===== config.mk =====
export PLATFORM = sky130hd
export DESIGN_NAME = pscm_top
export DESIGN_NICKNAME = d
export VERILOG_FILES = /design/src/rtl/pscm_pkg.sv /design/src/rtl/pscm_sync.sv /design/src/rtl/pscm_freq_mon.sv /design/src/rtl/pscm_top.sv
export SDC_FILE = /design/constraint.sdc
export NUM_CORES = 1
export LEC_CHECK = 0
export CORE_MARGIN = 2
export CORE_UTILIZATION = 40
export CTS_BUF_LIST = sky130_fd_sc_hd__clkbuf_8
export DETAILED_ROUTE_END_ITERATION = 10
export DONT_BUFFER_PORTS = 1
export PLACE_DENSITY = 0.53
export SLEW_MARGIN = 30
export SYNTH_ARGS = -nofsm -noshare
export SYNTH_HDL_FRONTEND = slang
export SYNTH_SLANG_ARGS = --single-unit

===== constraint.sdc =====
create_clock -name i_clk -period 13.4 [get_ports i_clk]
set_input_delay 1.34 -clock i_clk [delete_from_list [all_inputs] [get_ports i_clk]]
set_output_delay 1.34 -clock i_clk [all_outputs]
set_load 0.02 [all_outputs]

===== src/rtl/pscm_pkg.sv =====
// Constants shared by the PHY status and clock monitor register group
package pscm_pkg;

	// ********************************************************************
	// Bus geometry
	// ********************************************************************
	localparam int ADDR_W = 12;
	localparam int IDX_W  = 10;
	localparam int DATA_W = 32;
	localparam int BE_W   = 4;

	// ********************************************************************
	// Register indexes; byte address is four times the index
	// ********************************************************************
	localparam logic [IDX_W-1:0] IDX_PLL_LOCK   = 10'h322;
	localparam logic [IDX_W-1:0] IDX_FRM_ERR    = 10'h323;
	localparam logic [IDX_W-1:0] IDX_FRM_CLR    = 10'h324;
	localparam logic [IDX_W-1:0] IDX_SOFT_RST   = 10'h325;
	localparam logic [IDX_W-1:0] IDX_PCS_STAT   = 10'h326;
	localparam logic [IDX_W-1:0] IDX_REFCLK_MON = 10'h340;
	localparam logic [IDX_W-1:0] IDX_RXMAC_MON  = 10'h341;
	localparam logic [IDX_W-1:0] IDX_TXMAC_MON  = 10'h342;
	localparam logic [IDX_W-1:0] IDX_RECCLK_MON = 10'h343;
	localparam logic [IDX_W-1:0] IDX_TXPMA_MON  = 10'h344;

	// ********************************************************************
	// Fields and reset values
	// ********************************************************************
	localparam int NUM_LANES = 20;
	localparam int NUM_MON   = 5;
	localparam int MON_REF   = 0;
	localparam int MON_RXMAC = 1;
	localparam int MON_TXMAC = 2;
	localparam int MON_REC   = 3;
	localparam int MON_TXPMA = 4;
	localparam int BIT_FRM_CLR  = 0;
	localparam int BIT_PCS_RST  = 0;
	localparam int BIT_FIFO_CLR = 1;
	localparam logic [NUM_LANES-1:0] FRM_ERR_RST = 20'hfffff;
	localparam logic                 FRM_CLR_RST = 1'h0;
	localparam logic [1:0]           SOFT_RST_RST = 2'h0;
	localparam logic [DATA_W-1:0]    MON_RST      = 32'h0;

	// ********************************************************************
	// Frequency gate: 1 ms of the 100 MHz status clock gives kHz directly
	// ********************************************************************
	localparam int CLK_PERIOD_NS = 10;
	localparam int GATE_TIME_NS  = 1000000;
	localparam int GATE_CYCLES   = GATE_TIME_NS / CLK_PERIOD_NS;
	localparam int GATE_W        = 17;

endpackage : pscm_pkg


===== src/rtl/pscm_sync.sv =====
// Two-flop level synchroniser for a bundle of asynchronous status inputs
`timescale 1ns/1ps
module pscm_sync #(
	parameter int W = 1
) (
	input  wire logic         i_clk,     // Status clock
	input  wire logic         i_sys_rst, // Async reset, active high
	input  wire logic [W-1:0] i_async,   // Inputs from another domain
	output logic      [W-1:0] o_sync     // Synchronised copy
);

	typedef struct packed {
		logic [W-1:0] s1;
		logic [W-1:0] s2;
	} pscm_sync_st_t;

	pscm_sync_st_t q;
	pscm_sync_st_t next_q;

	always_comb begin
		next_q    = q;
		next_q.s1 = i_async;
		next_q.s2 = q.s1;
	end

	always_ff @(posedge i_clk or posedge i_sys_rst) begin
		if (i_sys_rst) begin
			q <= '0;
		end else begin
			q <= next_q;
		end
	end

	assign o_sync = q.s2;

endmodule : pscm_sync


===== src/rtl/pscm_freq_mon.sv =====
// Edge counter measuring one clock against the shared gate strobe
`timescale 1ns/1ps
module pscm_freq_mon
	import pscm_pkg::*;
(
	input  wire logic              i_clk,       // Status clock
	input  wire logic              i_sys_rst,   // Async reset, active high
	input  wire logic              i_meas,      // Measured clock, sampled as data
	input  wire logic              i_gate_tick, // End of gate, one cycle
	output logic      [DATA_W-1:0] o_khz        // Edges in the last gate
);

	// Sampling limits measurable rate to below half the status clock
	typedef struct packed {
		logic              s1;
		logic              s2;
		logic              s3;
		logic [DATA_W-1:0] cnt;
		logic [DATA_W-1:0] val;
	} pscm_mon_st_t;

	pscm_mon_st_t q;
	pscm_mon_st_t next_q;
	logic         rise;

	assign rise = q.s2 & ~q.s3;

	always_comb begin
		next_q    = q;
		next_q.s1 = i_meas;
		next_q.s2 = q.s1;
		next_q.s3 = q.s2;
		if (i_gate_tick) begin
			// Edge on the tick cycle closes this gate only, never the next
			next_q.val = q.cnt + {31'h0, rise};
			next_q.cnt = '0;
		end else begin
			next_q.cnt = q.cnt + {31'h0, rise};
		end
	end

	always_ff @(posedge i_clk or posedge i_sys_rst) begin
		if (i_sys_rst) begin
			q <= '0;
		end else begin
			q <= next_q;
		end
	end

	assign o_khz = q.val;
endmodule : pscm_freq_mon


===== src/rtl/pscm_top.sv =====
// PHY status, soft reset and clock frequency monitor registers on Avalon-MM
//
// Added by the designer: the Avalon-MM slave port.
`timescale 1ns/1ps
module pscm_top
	import pscm_pkg::*;
#(
	parameter int unsigned GATE_CYCLES_P     = GATE_CYCLES,
	parameter bit          LINK_FAULT_GEN_EN = 1'b0
) (
	input  wire logic                 i_clk,              // Status clock, 100 MHz
	input  wire logic                 i_sys_rst,          // Async reset, active high
	input  wire logic [ADDR_W-1:0]    i_avs_address,      // Byte address
	input  wire logic                 i_avs_read,         // Read request
	input  wire logic                 i_avs_write,        // Write request
	input  wire logic [BE_W-1:0]      i_avs_byteenable,   // Write byte lanes
	input  wire logic [DATA_W-1:0]    i_avs_writedata,    // Write data
	output logic      [DATA_W-1:0]    o_avs_readdata,     // Read data
	output logic                      o_avs_waitrequest,  // Stall, low answers
	input  wire logic                 i_rx_pll_locked,    // RX PLL lock
	input  wire logic                 i_tx_mac_pll_locked,// TX MAC PLL lock
	input  wire logic                 i_tx_pcs_ready,     // TX PCS ready
	input  wire logic                 i_rx_pcs_aligned,   // RX PCS aligned
	input  wire logic                 i_high_bit_error_rate, // High BER seen
	input  wire logic                 i_lane_align_restart,  // Alignment retry
	input  wire logic [NUM_LANES-1:0] i_lane_frame_err,   // Per-lane frame error
	input  wire logic                 i_refclk,           // Measured clocks
	input  wire logic                 i_rx_mac_clk,       // Measured clocks
	input  wire logic                 i_tx_mac_clk,       // Measured clocks
	input  wire logic                 i_rx_rec_clk,       // Measured clocks
	input  wire logic                 i_tx_pma_clk,       // Measured clocks
	output logic                      o_rx_fifo_clear,    // RX FIFO clear level
	output logic                      o_rx_pcs_reset      // RX PCS reset level
);

	// ********************************************************************
	// State
	// ********************************************************************
	localparam int SYNC_W = NUM_LANES + 6;

	typedef struct packed {
		logic                 waitreq;
		logic [DATA_W-1:0]    rdata;
		logic                 frm_clr;
		logic                 fifo_clr;
		logic                 pcs_rst;
		logic [NUM_LANES-1:0] frm_err;
		logic [GATE_W-1:0]    gate_cnt;
		logic                 gate_tick;
	} pscm_top_st_t;

	pscm_top_st_t q;
	pscm_top_st_t next_q;

	logic [SYNC_W-1:0]  sync_out;
	logic [2:0]         s_pll;
	logic               s_aligned;
	logic               s_hiber;
	logic               s_restart;
	logic [NUM_LANES-1:0] s_lane_err;
	logic               ber_bit;
	logic [NUM_MON-1:0] meas;
	logic [DATA_W-1:0]  mon_khz [NUM_MON];
	logic               rd_first;
	logic               wr_take;

	function automatic logic addr_is(input logic [ADDR_W-1:0] a, input logic [IDX_W-1:0] idx);
		return a == {idx, 2'b00};
	endfunction : addr_is

	// ********************************************************************
	// Input synchronisation
	// ********************************************************************
	pscm_sync #(
		.W (SYNC_W)
	) u_sync (
		.i_clk     (i_clk),
		.i_sys_rst (i_sys_rst),
		.i_async   ({i_lane_frame_err, i_lane_align_restart, i_high_bit_error_rate,
		             i_rx_pcs_aligned, i_rx_pll_locked, i_tx_mac_pll_locked, i_tx_pcs_ready}),
		.o_sync    (sync_out)
	);

	assign s_pll      = sync_out[2:0];
	assign s_aligned  = sync_out[3];
	assign s_hiber    = sync_out[4];
	assign s_restart  = sync_out[5];
	assign s_lane_err = sync_out[SYNC_W-1:6];
	// Option tied off at build time keeps the bit at zero
	assign ber_bit    = LINK_FAULT_GEN_EN & s_hiber;

	// ********************************************************************
	// Frequency monitors
	// ********************************************************************
	assign meas[MON_REF]   = i_refclk;
	assign meas[MON_RXMAC] = i_rx_mac_clk;
	assign meas[MON_TXMAC] = i_tx_mac_clk;
	assign meas[MON_REC]   = i_rx_rec_clk;
	assign meas[MON_TXPMA] = i_tx_pma_clk;

	for (genvar g = 0; g < NUM_MON; g++) begin : g_mon
		pscm_freq_mon u_mon (
			.i_clk       (i_clk),
			.i_sys_rst   (i_sys_rst),
			.i_meas      (meas[g]),
			.i_gate_tick (q.gate_tick),
			.o_khz       (mon_khz[g])
		);
	end

	// ********************************************************************
	// Bus handshake: answer one cycle after the request appears
	// ********************************************************************
	assign rd_first = i_avs_read & q.waitreq;
	assign wr_take  = i_avs_write & ~q.waitreq;

	// ********************************************************************
	// Next state
	// ********************************************************************
	always_comb begin
		logic [DATA_W-1:0] rd_val;
		rd_val = '0;
		next_q = q;

		// Gate strobe shared by all five monitors
		if (q.gate_cnt == GATE_W'(GATE_CYCLES_P - 1)) begin
			next_q.gate_cnt  = '0;
			next_q.gate_tick = 1'b1;
		end else begin
			next_q.gate_cnt  = q.gate_cnt + 1'b1;
			next_q.gate_tick = 1'b0;
		end

		// Read mux; unmapped addresses read zero
		if (addr_is(i_avs_address, IDX_PLL_LOCK)) begin
			rd_val = {29'h0, s_pll};
		end else if (addr_is(i_avs_address, IDX_FRM_ERR)) begin
			rd_val = {12'h0, q.frm_err};
		end else if (addr_is(i_avs_address, IDX_FRM_CLR)) begin
			rd_val = {31'h0, q.frm_clr};
		end else if (addr_is(i_avs_address, IDX_SOFT_RST)) begin
			rd_val = {30'h0, q.fifo_clr, q.pcs_rst};
		end else if (addr_is(i_avs_address, IDX_PCS_STAT)) begin
			rd_val = {30'h0, ber_bit, s_aligned};
		end else if (addr_is(i_avs_address, IDX_REFCLK_MON)) begin
			rd_val = mon_khz[MON_REF];
		end else if (addr_is(i_avs_address, IDX_RXMAC_MON)) begin
			rd_val = mon_khz[MON_RXMAC];
		end else if (addr_is(i_avs_address, IDX_TXMAC_MON)) begin
			rd_val = mon_khz[MON_TXMAC];
		end else if (addr_is(i_avs_address, IDX_RECCLK_MON)) begin
			rd_val = mon_khz[MON_REC];
		end else if (addr_is(i_avs_address, IDX_TXPMA_MON)) begin
			rd_val = mon_khz[MON_TXPMA];
		end

		if ((i_avs_read | i_avs_write) & q.waitreq) begin
			next_q.waitreq = 1'b0;
			if (i_avs_read) begin
				next_q.rdata = rd_val;
			end
		end else begin
			next_q.waitreq = 1'b1;
		end

		// Writes land on the edge where waitrequest is seen low
		if (wr_take & i_avs_byteenable[0]) begin
			if (addr_is(i_avs_address, IDX_FRM_CLR)) begin
				next_q.frm_clr = i_avs_writedata[BIT_FRM_CLR];
			end else if (addr_is(i_avs_address, IDX_SOFT_RST)) begin
				next_q.fifo_clr = i_avs_writedata[BIT_FIFO_CLR];
				next_q.pcs_rst  = i_avs_writedata[BIT_PCS_RST];
			end
		end

		// Clear bit wins outright; otherwise a new error beats a realign clear
		if (q.frm_clr) begin
			next_q.frm_err = '0;
		end else begin
			next_q.frm_err = (q.frm_err & ~{NUM_LANES{s_restart}}) | s_lane_err;
		end
	end

	// ********************************************************************
	// Registers
	// ********************************************************************
	always_ff @(posedge i_clk or posedge i_sys_rst) begin
		if (i_sys_rst) begin
			q.waitreq   <= 1'b1;
			q.rdata     <= '0;
			q.frm_clr   <= FRM_CLR_RST;
			q.fifo_clr  <= SOFT_RST_RST[BIT_FIFO_CLR];
			q.pcs_rst   <= SOFT_RST_RST[BIT_PCS_RST];
			q.frm_err   <= FRM_ERR_RST;
			q.gate_cnt  <= '0;
			q.gate_tick <= 1'b0;
		end else begin
			q <= next_q;
		end
	end

	assign o_avs_readdata    = q.rdata;
	assign o_avs_waitrequest = q.waitreq;
	assign o_rx_fifo_clear   = q.fifo_clr;
	assign o_rx_pcs_reset    = q.pcs_rst;
endmodule : pscm_top


Word level (Yosys, flattened, before mapping)
Index checks and enable logic that the tools add are counted.
{"block": "classes", "addsub": 6, "eq_ne": 11, "muxes": 18, "n_bitwise": 19, "n_reduce_logical": 3}
{"op": "$mux 32", "count": 15}
{"op": "$add 32x1->32", "count": 5}
{"op": "$eq 12x12->1 const B", "count": 10}
{"op": "$and 20x20->20", "count": 1}
{"op": "$mux 20", "count": 1}
{"op": "$not 20->20", "count": 1}
{"op": "$or 20x20->20", "count": 1}
{"op": "$mux 18", "count": 1}
{"op": "$add 17x1->17 const B", "count": 1}
{"op": "$eq 17x17->1 const B", "count": 1}
{"op": "$and 1x1->1", "count": 8}
{"op": "$not 1->1", "count": 7}
{"op": "$reduce_and 2->1", "count": 2}
{"op": "$reduce_and 3->1", "count": 1}
{"op": "$mux 1", "count": 1}
{"op": "$or 1x1->1", "count": 1}
{"block": "totals", "reg_bits": 461, "input_bits": 83, "output_inout_bits": 35, "elab_cells": 92}

Depth between registers and ports, before layout
Gate-level depths: netlist of the first run.
{"block": "depth", "ltp_word": 11, "depth_mapped": 9, "mapped_depth_nobuf": 8}

Cells and area by module
Synthesis of the first run repeated with hierarchy kept, for this count alone.
{"block": "hier_totals", "hier_cells": 2201, "hier_area_um2": 21872.2}
{"mod": "pscm_freq_mon", "n_inst": 5, "cells_each": 320, "area_per_inst_um2": 3156.8, "seq_area_each_um2": 1676.6}
{"mod": "pscm_top", "n_inst": 1, "cells_each": 548, "area_per_inst_um2": 4783.3, "seq_area_each_um2": 1878.1}
{"mod": "pscm_sync", "n_inst": 1, "cells_each": 53, "area_per_inst_um2": 1305.0, "seq_area_each_um2": 1301.2}

Worst setup path after synthesis of the first run
OpenSTA, ideal clock, no wires.
{"block": "synth_path", "path_kind": "input-to-reg", "start": "in i_avs_address[1]", "end": "reg q, in the netlist o_avs_readdata[10]", "setup_time_ps": 134, "t_arrival_ps": 2956, "required_ps": 13266, "setup_slack_ps": 10310, "cell_stages": 8, "n_path_buf": 3, "cell_sequence": "buf_6 or3_4 or4_4 o2111a_1 buf_6 buf_12 o2111ai_2 o211ai_2"}
{"block": "synth_via", "elab_chain_len": 11, "elab_cells_between_ends": 20, "cone_classes": "10 x eq/ne; 10 x mux"}
{"item": "start: declaration", "line_no": "pscm_top.sv:13", "rtl": "input wire logic [ADDR_W-1:0] i_avs_address,"}
{"item": "$eq 12x12->1", "line_no": "pscm_top.sv:68", "rtl": "return a == {idx, 2'b00};"}
{"item": "$mux 32", "line_no": "pscm_top.sv:153", "rtl": "end else if (addr_is(i_avs_address, IDX_TXPMA_MON)) begin"}
{"item": "$mux 32", "line_no": "pscm_top.sv:151", "rtl": "end else if (addr_is(i_avs_address, IDX_RECCLK_MON)) begin"}
{"item": "$mux 32", "line_no": "pscm_top.sv:149", "rtl": "end else if (addr_is(i_avs_address, IDX_TXMAC_MON)) begin"}
{"item": "$mux 32", "line_no": "pscm_top.sv:147", "rtl": "end else if (addr_is(i_avs_address, IDX_RXMAC_MON)) begin"}
{"item": "$mux 32", "line_no": "pscm_top.sv:145", "rtl": "end else if (addr_is(i_avs_address, IDX_REFCLK_MON)) begin"}
{"item": "$mux 32", "line_no": "pscm_top.sv:143", "rtl": "end else if (addr_is(i_avs_address, IDX_PCS_STAT)) begin"}
{"item": "$mux 32", "line_no": "pscm_top.sv:141", "rtl": "end else if (addr_is(i_avs_address, IDX_SOFT_RST)) begin"}
{"item": "$mux 32", "line_no": "pscm_top.sv:139", "rtl": "end else if (addr_is(i_avs_address, IDX_FRM_CLR)) begin"}
{"item": "$mux 32", "line_no": "pscm_top.sv:137", "rtl": "end else if (addr_is(i_avs_address, IDX_FRM_ERR)) begin"}
{"item": "$mux 32 *", "line_no": "pscm_top.sv:135", "rtl": "if (addr_is(i_avs_address, IDX_PLL_LOCK)) begin"}
{"item": "end signal: assignment", "line_no": "pscm_top.sv:198", "rtl": "q <= next_q;"}
{"item": "end: declaration", "line_no": "pscm_top.sv:52", "rtl": "pscm_top_st_t q;"}
Mark *: on every way between the ends. The rest lies on a longest branch, timed or not.
A chain may end at the register's enable or synchronous reset.

==> results of run 1 <==
[metrics by stage]
stage               hold WS [ns]    util  worst slack [ns]  power [mW]  instances
CTS                       0.3481  0.4443             9.578       2.960       2525
global placement          0.3344  0.4115             9.575       1.659       2390
floorplan                 0.3312       -             5.866       1.622       1846
detailed placement        0.3347  0.4116             9.606       1.664       2390
finish                    0.3362  0.4458             9.859       2.915       2527
global route              0.3552  0.4458             9.490       3.055       2527
[sequential cells by signal, summed over array words and instances, names as in the netlist]
signal              cells
o_avs_waitrequest       1
u_sync.o_sync          25
o_rx_fifo_clear         1
g_mon.u_mon.o_khz     160
o_avs_readdata         32
g_mon.u_mon.next_q     10
u_sync.next_q          25
q                      39
g_mon.u_mon.q         165
o_rx_pcs_reset          1
[layout by cell type, fill, tap and decap left out, types with 4 or more instances in the layout]
cell type	n
a21oi_1	175
a221o_1	21
a22o_1	8
a22oi_1	58
and2_1	5
and3_1	19
and4_1	24
buf_4	12
clkbuf_8	102
clkinv_2	7
clkinvlp_4	4
dfrtp_1	437
dfstp_2	21
ha_1	11
inv_1	34
mux2_2	13
nand2_1	68
nand2b_1	5
nand3_1	66
nand4_1	42
nor2_1	365
nor2b_1	24
nor3_1	29
nor4_1	12
nor4_2	14
nor4_4	5
o2111ai_1	6
o2111ai_2	10
o211ai_1	7
o211ai_2	10
o21ai_0	6
o221ai_1	9
o2bb2ai_1	6
or4_1	5
xnor2_1	86
xor2_1	78
[layer usage]
metal  vias up  GRT usage  part of all wire
met5         -          0                 0
met4         0    0.05497             0.022
met3        75    0.04548             0.056
met2       301     0.2735              0.44
met1      6627     0.2716              0.48
li1       6381          -                 -
[power groups by stage]
stage	registers, mW	clock network [mW]	logic, mW
after floorplan	1.51	0	0.116
after global placement	1.52	0	0.142
after detailed placement	1.52	0	0.145
after CTS	1.49	1.32	0.146
after global routing	1.50	1.38	0.169
final	1.49	1.27	0.145
[cell type report]
cell class                      instances  area, µm²  share of cell area
Clock buffer                          102       1404             0.06446
Clock inverter                         33      192.7            0.008848
Inverter                               17      67.56            0.003102
Multi-Input combinational cell       1233       7548              0.3466
Sequential cell                       459      11520              0.5288
Tap cell                              664      830.8             0.03815
Timing Repair Buffer                   19      219.0             0.01005
[synthesized netlist by cell type (24+ instances only)]
cell type  instances  area (µm²)
nand3_1           66       330.3
nand2_1           68       255.2
xor2_1            78       683.2
xnor2_1           86       753.2
nor3_1            29       145.1
nor2_1           367        1378
clkbuf_1          78       292.8
a22oi_1           58       435.4
dfrtp_1          438       10960
a21oi_1          175       875.8
nor2b_1           25       156.4
buf_4             32       240.2
and4_1            24       210.2
nand4_1           42       262.8
[how the worst max path moves through the flow]
stage                startpoint                         to  slack [ns]  cells past startpoint
2_1_floorplan         i_sys_rst  g_mon[0].u_mon.next_q[64]        5.87                      1
3_3_place_gp   i_avs_address[6]         o_avs_readdata[18]        9.57                      5
3_5_place_dp               q[0]   g_mon[4].u_mon.o_khz[17]        9.61                      5
4_1_cts                    q[0]   g_mon[4].u_mon.o_khz[24]        9.58                      5
5_1_grt                    q[0]   g_mon[4].u_mon.o_khz[24]        9.49                      5
6_report                   q[0]   g_mon[4].u_mon.o_khz[11]        9.86                      5
[critical path: cells and delay by family, from the launching register on]
| family | cells | cell delay, ns |
|---|---|---|
| AOI/OAI and AO/OA | 1 | 0.14 |
| buffers and inverters | 3 | 2.01 |
| DFF | 1 | 0.96 |
| and+or+nand+nor | 1 | 0.11 |
[cell families after synthesis]
| family | after synthesis | synth area share |
|---|---|---|
| buffers and inverters | 154 | 0.03827 |
| AO/OA/AOI/OAI | 338 | 0.1172 |
| AND/OR/NAND/NOR | 706 | 0.1750 |
| adder cells (fa/ha/maj) | 11 | 0.006958 |
| XOR/XNOR | 164 | 0.07262 |
| flip-flops | 459 | 0.5820 |
| multiplexers | 14 | 0.007907 |
==> qor.csv, run 1 <==
stage,metric,value,unit
hold_path,hp-class,reg2reg,
drt,drc,0,
synthesis,yosys_warnings,0,
synthesis,ys_seq_area_frac,0.5820,
floorplan,ios,118,
pwr,power.density,133.8,nW/µm²
hold_path,hp-start,u_sync.next_q[22],
cells_and_area,syn_to_final_growth,10.11,%
grt,grt-ovfl-total,0,
outcome,status,"finished, final reports clean",
worst_setup_path,cp_data_arrival_time,4.10,ns
grt,grt_max_degree,208,
synthesis,synth-seq-cells,459,
grt,grt_first_pass_wirelength,74290,µm
worst_setup_path,cpPeakStageDelay,0.96,ns
cts,cts-buffers-inserted,78,
place,gp_congestion,0.8226,
run,maxCapViolations,0,
cells_and_area,nNetsFinal,1902,
worst_setup_path,worstSetupEndpointType,register,
floorplan,fp.dieW,226.4,µm
floorplan,start_util,0.4049,
pwr,combinationalPowerShare,0.050,
cts,cts_tree,yes,
timing,finalSetupViolations,0,
drt,route.detailed.wl_per_inst,18.29,µm
worst_setup_path,critPathKind,reg2reg,
pwr,pwr-share-seq,0.513,
synthesis,synth.avg_cell_area,10.71,µm²
grt,grt_usage,0.1861,
worst_setup_path,rrSetupSlack,9.86,ns
pwr,internal_power,2.200,mW
cts,cts.htree.levels,3,
drt,drt_iter0_markers,916,
cells_and_area,final_area,21780,µm²
cells_and_area,drive_gt1_frac,0.1208,
worst_setup_path,crit_fanout,207,
worst_setup_path,rr_worst_depth,5,
timing,fin_skew,0.03942,ns
synthesis,ys_dominant_reg_cell,dfrtp_1,
synthesis,synth_nets,1940,
pwr,ir_worst_vdd,0.00009154,V
timing,fin_setup_tns,0,ns
worst_setup_path,r2r-end,g_mon[4].u_mon.o_khz[11],
hold_path,min_path_cells,0,
timing,hold_violations,0,
grt,grt_pass1_vias,13370,
drt,drt_wl_total,46230,µm
floorplan,num_rows,81,
place,place.port_buffers,0,
synthesis,synth-edff-count,0,
timing,fmax,0.2824,GHz
cells_and_area,antenna_cells,0,
floorplan,coreArea,48850,µm²
hold_path,hold_path_end,u_sync.o_sync[22],
timing,fin_crit,3.541,ns
drt,vias_per_cell,5.296,
timing,rsz0062_at_grt,false,
place,dpl_cell_area,20110,µm²
cts,post_cts_resized,0,
worst_setup_path,startpoint_type,register,
place,hpwl,30490,µm
floorplan,fp.dieH,226.4,µm
pwr,netSwitchingFraction,0.2451,
worst_setup_path,crit_chain,"buf_4, buf_12, buf_6, nor2_1, a21oi_1",
synthesis,syn_inst,1846,
drt,dr.pass1.iters,6,
drt,ant_nets,0,
cts,clk_pin_slew,0.06,ns
timing,maxSlewViolCount,0,
timing,slew_headroom,0.3090,
cts,cts.sinks,459,
cells_and_area,nFillCells,4653,
timing,worstMarginPinSlew,1.029,ns
cts,hold_buffers,0,
cts,postCtsSetupBuffers,0,
pwr,netSwitchingPower,0.7143,mW
drt,vias,13380,
pwr,clockPowerShare,0.437,
cts,cts-root-buf,clkbuf_8,
cts,clockBufferDepth,3,
worst_setup_path,r2r_start,q[0],
pwr,leakage,9.579,nW
timing,finalCritPeriodShare,0.2642,
floorplan,die-area,51240,µm²
worst_setup_path,required,13.96,ns
cts,insertion_delay,0.67,ns
synthesis,ys_types,71,
worst_setup_path,cpMaxStageDelayCell,dfrtp_4,
grt,antenna_found_initial,0,
synthesis,synth-async-reset-ratio,1.000,
synthesis,synth_area,19780,µm²
(Power assumes the default switching activity.)
==> run 2, diff against run 1 <==
- PLACE_DENSITY: 0.53 -> 0.51
- clock period: 13.4 -> 3.5 ns (I/O delays scaled with it)
==> run 2 against run 1 <==
Net effect:
- count of clock-buffer cells in the layout fell by 6
- first-iteration DRC count rose by 6.8%
- sequential share of layout area fell by 1.1 points
- flip-flop and latch count did not move
- worst hold slack got worse by 0.27 ns
- via count rose by 0.10%
- core utilization rose by 0.95 points
- clock skew fell by 0.0077 ns
- largest cell class unchanged
- largest power group unchanged
==> qor.csv, run 2 (synthesis gave the netlist of run 1 again) <==
stage,metric,value,unit,change
drt,dr.pass1.iters,4,,-2
worst_setup_path,cpMostUsedCell,ha_1,,
timing,rsz0062_at_grt,false,,
worst_setup_path,startpoint_type,register,,
floorplan,fp.dieW,226.4,µm,unchanged
worst_setup_path,worstPathBufferInverterCount,0,,-3
pwr,ir_worst_vdd,0.0003371,V,+270%
cells_and_area,drive_gt1_frac,0.1215,,+0.0007078
worst_setup_path,critPathTopFamily,simple AND/OR/NAND/NOR gates,,
worst_setup_path,critPathKind,reg2reg,,
drt,vias_per_cell,5.189,,-2.0%
drt,drc,0,,unchanged
grt,grt_usage,0.1869,,+0.0008373
grt,grt_max_degree,112,,-46%
timing,slew_headroom,0.4056,,+0.09660
grt,grt_pass1_vias,13410,,+0.35%
place,gp_congestion,0.8026,,-2.4%
timing,worst_slack,0.8937,ns,-8.966 ns
floorplan,fp.dieH,226.4,µm,unchanged
cts,insertion_delay,0.66,ns,about the same
cts,clockBufferDepth,3,,unchanged
cells_and_area,antenna_cells,0,,unchanged
pwr,power.total,11.10,mW,+280%
floorplan,die-area,51240,µm²,unchanged
pwr,power.density,499.1,nW/µm²,+270%
cells_and_area,nNetsFinal,1954,,+2.7%
worst_setup_path,r2r-end,g_mon[4].u_mon.o_khz[28],,
timing,fmax,0.3837,GHz,+36%
floorplan,start_util,0.4049,,unchanged
hold_path,hp-start,i_avs_address[2],,
cells_and_area,regArea,11520,µm²,unchanged
cts,cts-root-buf,clkbuf_8,,
hold_path,hp-class,in2reg,,
worst_setup_path,rrSetupSlack,0.89,ns,-8.97 ns
drt,vias,13400,,+0.10%
cts,post_cts_resized,0,,unchanged
drt,route.detailed.wl_per_inst,17.99,µm,-1.6%
cts,cts.sinks,459,,unchanged
timing,worstMarginPinSlew,0.8916,ns,-0.1372 ns
cts,cts.htree.levels,3,,unchanged
cts,clk_pin_slew,0.06,ns,about the same
timing,hold_violations,0,,unchanged
cts,cts-buffers-inserted,78,,unchanged
hold_path,hold_path_end,o_avs_readdata[11],,
drt,drt_wl_total,46460,µm,+0.51%
timing,fin_crit,2.606,ns,-0.9344 ns
floorplan,ios,118,,unchanged
timing,finalSetupViolations,0,,unchanged
cells_and_area,regMostFlops,g_mon.u_mon.q,,
grt,grt_first_pass_wirelength,74730,µm,+0.59%
worst_setup_path,cpMaxStageDelayCell,nor4_1,,
timing,finalCritPeriodShare,0.7447,,+0.4804
cells_and_area,final_cells,2582,,+2.2%
timing,fin_setup_tns,0,ns,unchanged
timing,maxSlewViolCount,0,,unchanged
drt,ant_nets,0,,unchanged
cells_and_area,largest_reg_flops,165,,unchanged
cts,cts_tree,yes,,
worst_setup_path,required,3.99,ns,-9.97 ns
worst_setup_path,rr_worst_depth,8,,+3
cells_and_area,final_common_cell,dfrtp_1,,
cells_and_area,nFillCells,4655,,+0.043%
cells_and_area,final_util,0.4553,,+0.009477
worst_setup_path,worstSetupEndpointType,register,,
grt,grt-ovfl-total,0,,unchanged
outcome,status,"finished, final reports clean",,
floorplan,num_rows,81,,unchanged
place,placed_cells,2408,,+0.75%
place,hpwl,31340,µm,+2.8%
cells_and_area,multi_input_area,7522,µm²,-0.35%
worst_setup_path,r2r_start,g_mon[4].u_mon.q[64],,
place,dp_slack,0.9191,ns,-8.687 ns
run,maxCapViolations,0,,unchanged
floorplan,coreArea,48850,µm²,unchanged
worst_setup_path,crit_fanout,9,,-96%
worst_setup_path,cp_data_arrival_time,3.10,ns,-1.00 ns
grt,antenna_found_initial,0,,unchanged
pwr,leakage,9.819,nW,+2.5%
worst_setup_path,crit_chain,"nor2b_1, ha_1, ha_1, and4_1, nand4_1, nor4_1, xnor2_1, a21oi_1",,
place,place.port_buffers,0,,unchanged
drt,drt_iter0_markers,978,,+6.8%
cells_and_area,final_cell_mix,"437 x dfrtp_1, 366 x nor2_1, 175 x a21oi_1, 96 x clkbuf_8, 86 x xnor2_1",,
worst_setup_path,cpPeakStageDelay,0.51,ns,-0.45 ns
cells_and_area,syn_to_final_growth,12.45,%,
timing,fin_skew,0.03170,ns,-0.007725 ns
hold_path,min_path_cells,3,,+3
run 2: changes by cell type in the layout (fill, tap and decap cells not counted), moves of 2 or more:
| cell | previous run | this run |
|---|---|---|
| buf_12 | 2 | 9 |
| buf_16 | 2 | 0 |
| buf_4 | 12 | 26 |
| buf_6 | 3 | 0 |
| clkbuf_8 | 102 | 96 |
| clkinvlp_4 | 4 | 2 |
| dlygate4sd3_1 | 0 | 36 |
| inv_1 | 34 | 43 |
| inv_8 | 1 | 4 |
| nor4_2 | 14 | 16 |
| nor4_4 | 5 | 3 |
run 2: routing by layer:
metal  wire [µm]  part of all wire  global-route usage  up-vias
met4         951             0.020             0.05518        0
li1            -                 -                   -     6466
met2       20470              0.44              0.2752      242
met1       22800              0.49              0.2724     6614
met5           0                 0                   0        -
met3        2247             0.048             0.04587       76
run 2: worst min-delay path: cells and delay by family:
kind           cells  cell delay (ns)
AO/OA/AOI/OAI      3             0.33
run 2: final cells by class:
cell class,count,share of cell area
clock buffer,96,0.05941
multi-input combinational,1233,0.3382
tap,664,0.03735
clock inverter,42,0.01114
sequential,459,0.5178
timing repair buffer,71,0.03308
inverter,17,0.003038
run 2: report_power, final:
part | internal, mW | total, mW | switching, mW
Sequential | 5.54 | 5.73 | 0.189
Clock | 2.58 | 4.78 | 2.20
Combinational | 0.235 | 0.593 | 0.358
Total | 8.35 | 11.1 | 2.75
run 2: how the worst max path moves through the flow:
stage	startpoint	to	slack, ns	depth (start not counted)
after floorplan	i_sys_rst	g_mon[0].u_mon.next_q[64]	-3.04	1
after global placement	i_avs_address[6]	o_avs_readdata[17]	0.90	5
after detailed placement	g_mon[2].u_mon.q[64]	g_mon[2].u_mon.o_khz[26]	0.92	8
after CTS	g_mon[2].u_mon.q[64]	g_mon[2].u_mon.o_khz[26]	0.88	8
after global routing	g_mon[4].u_mon.next_q[64]	g_mon[4].u_mon.o_khz[30]	0.61	8
final	g_mon[4].u_mon.q[64]	g_mon[4].u_mon.o_khz[28]	0.89	8
run 2: timing repair:
item / 4_1_cts / 5_1_grt
setup buffers: 0 / 0
hold buffers: 36 / 0
endpoints found under the hold margin: 52 / 0
setup endpoints to repair: 0 / 0
run 2: through the flow:
stage               hold slack, ns  area [µm²]
floorplan                   0.3312       19780
global placement            0.3320       20310
detailed placement          0.3347       20310
CTS                       0.007262       22240
global route               0.04198       22240
finish                     0.06600       22240
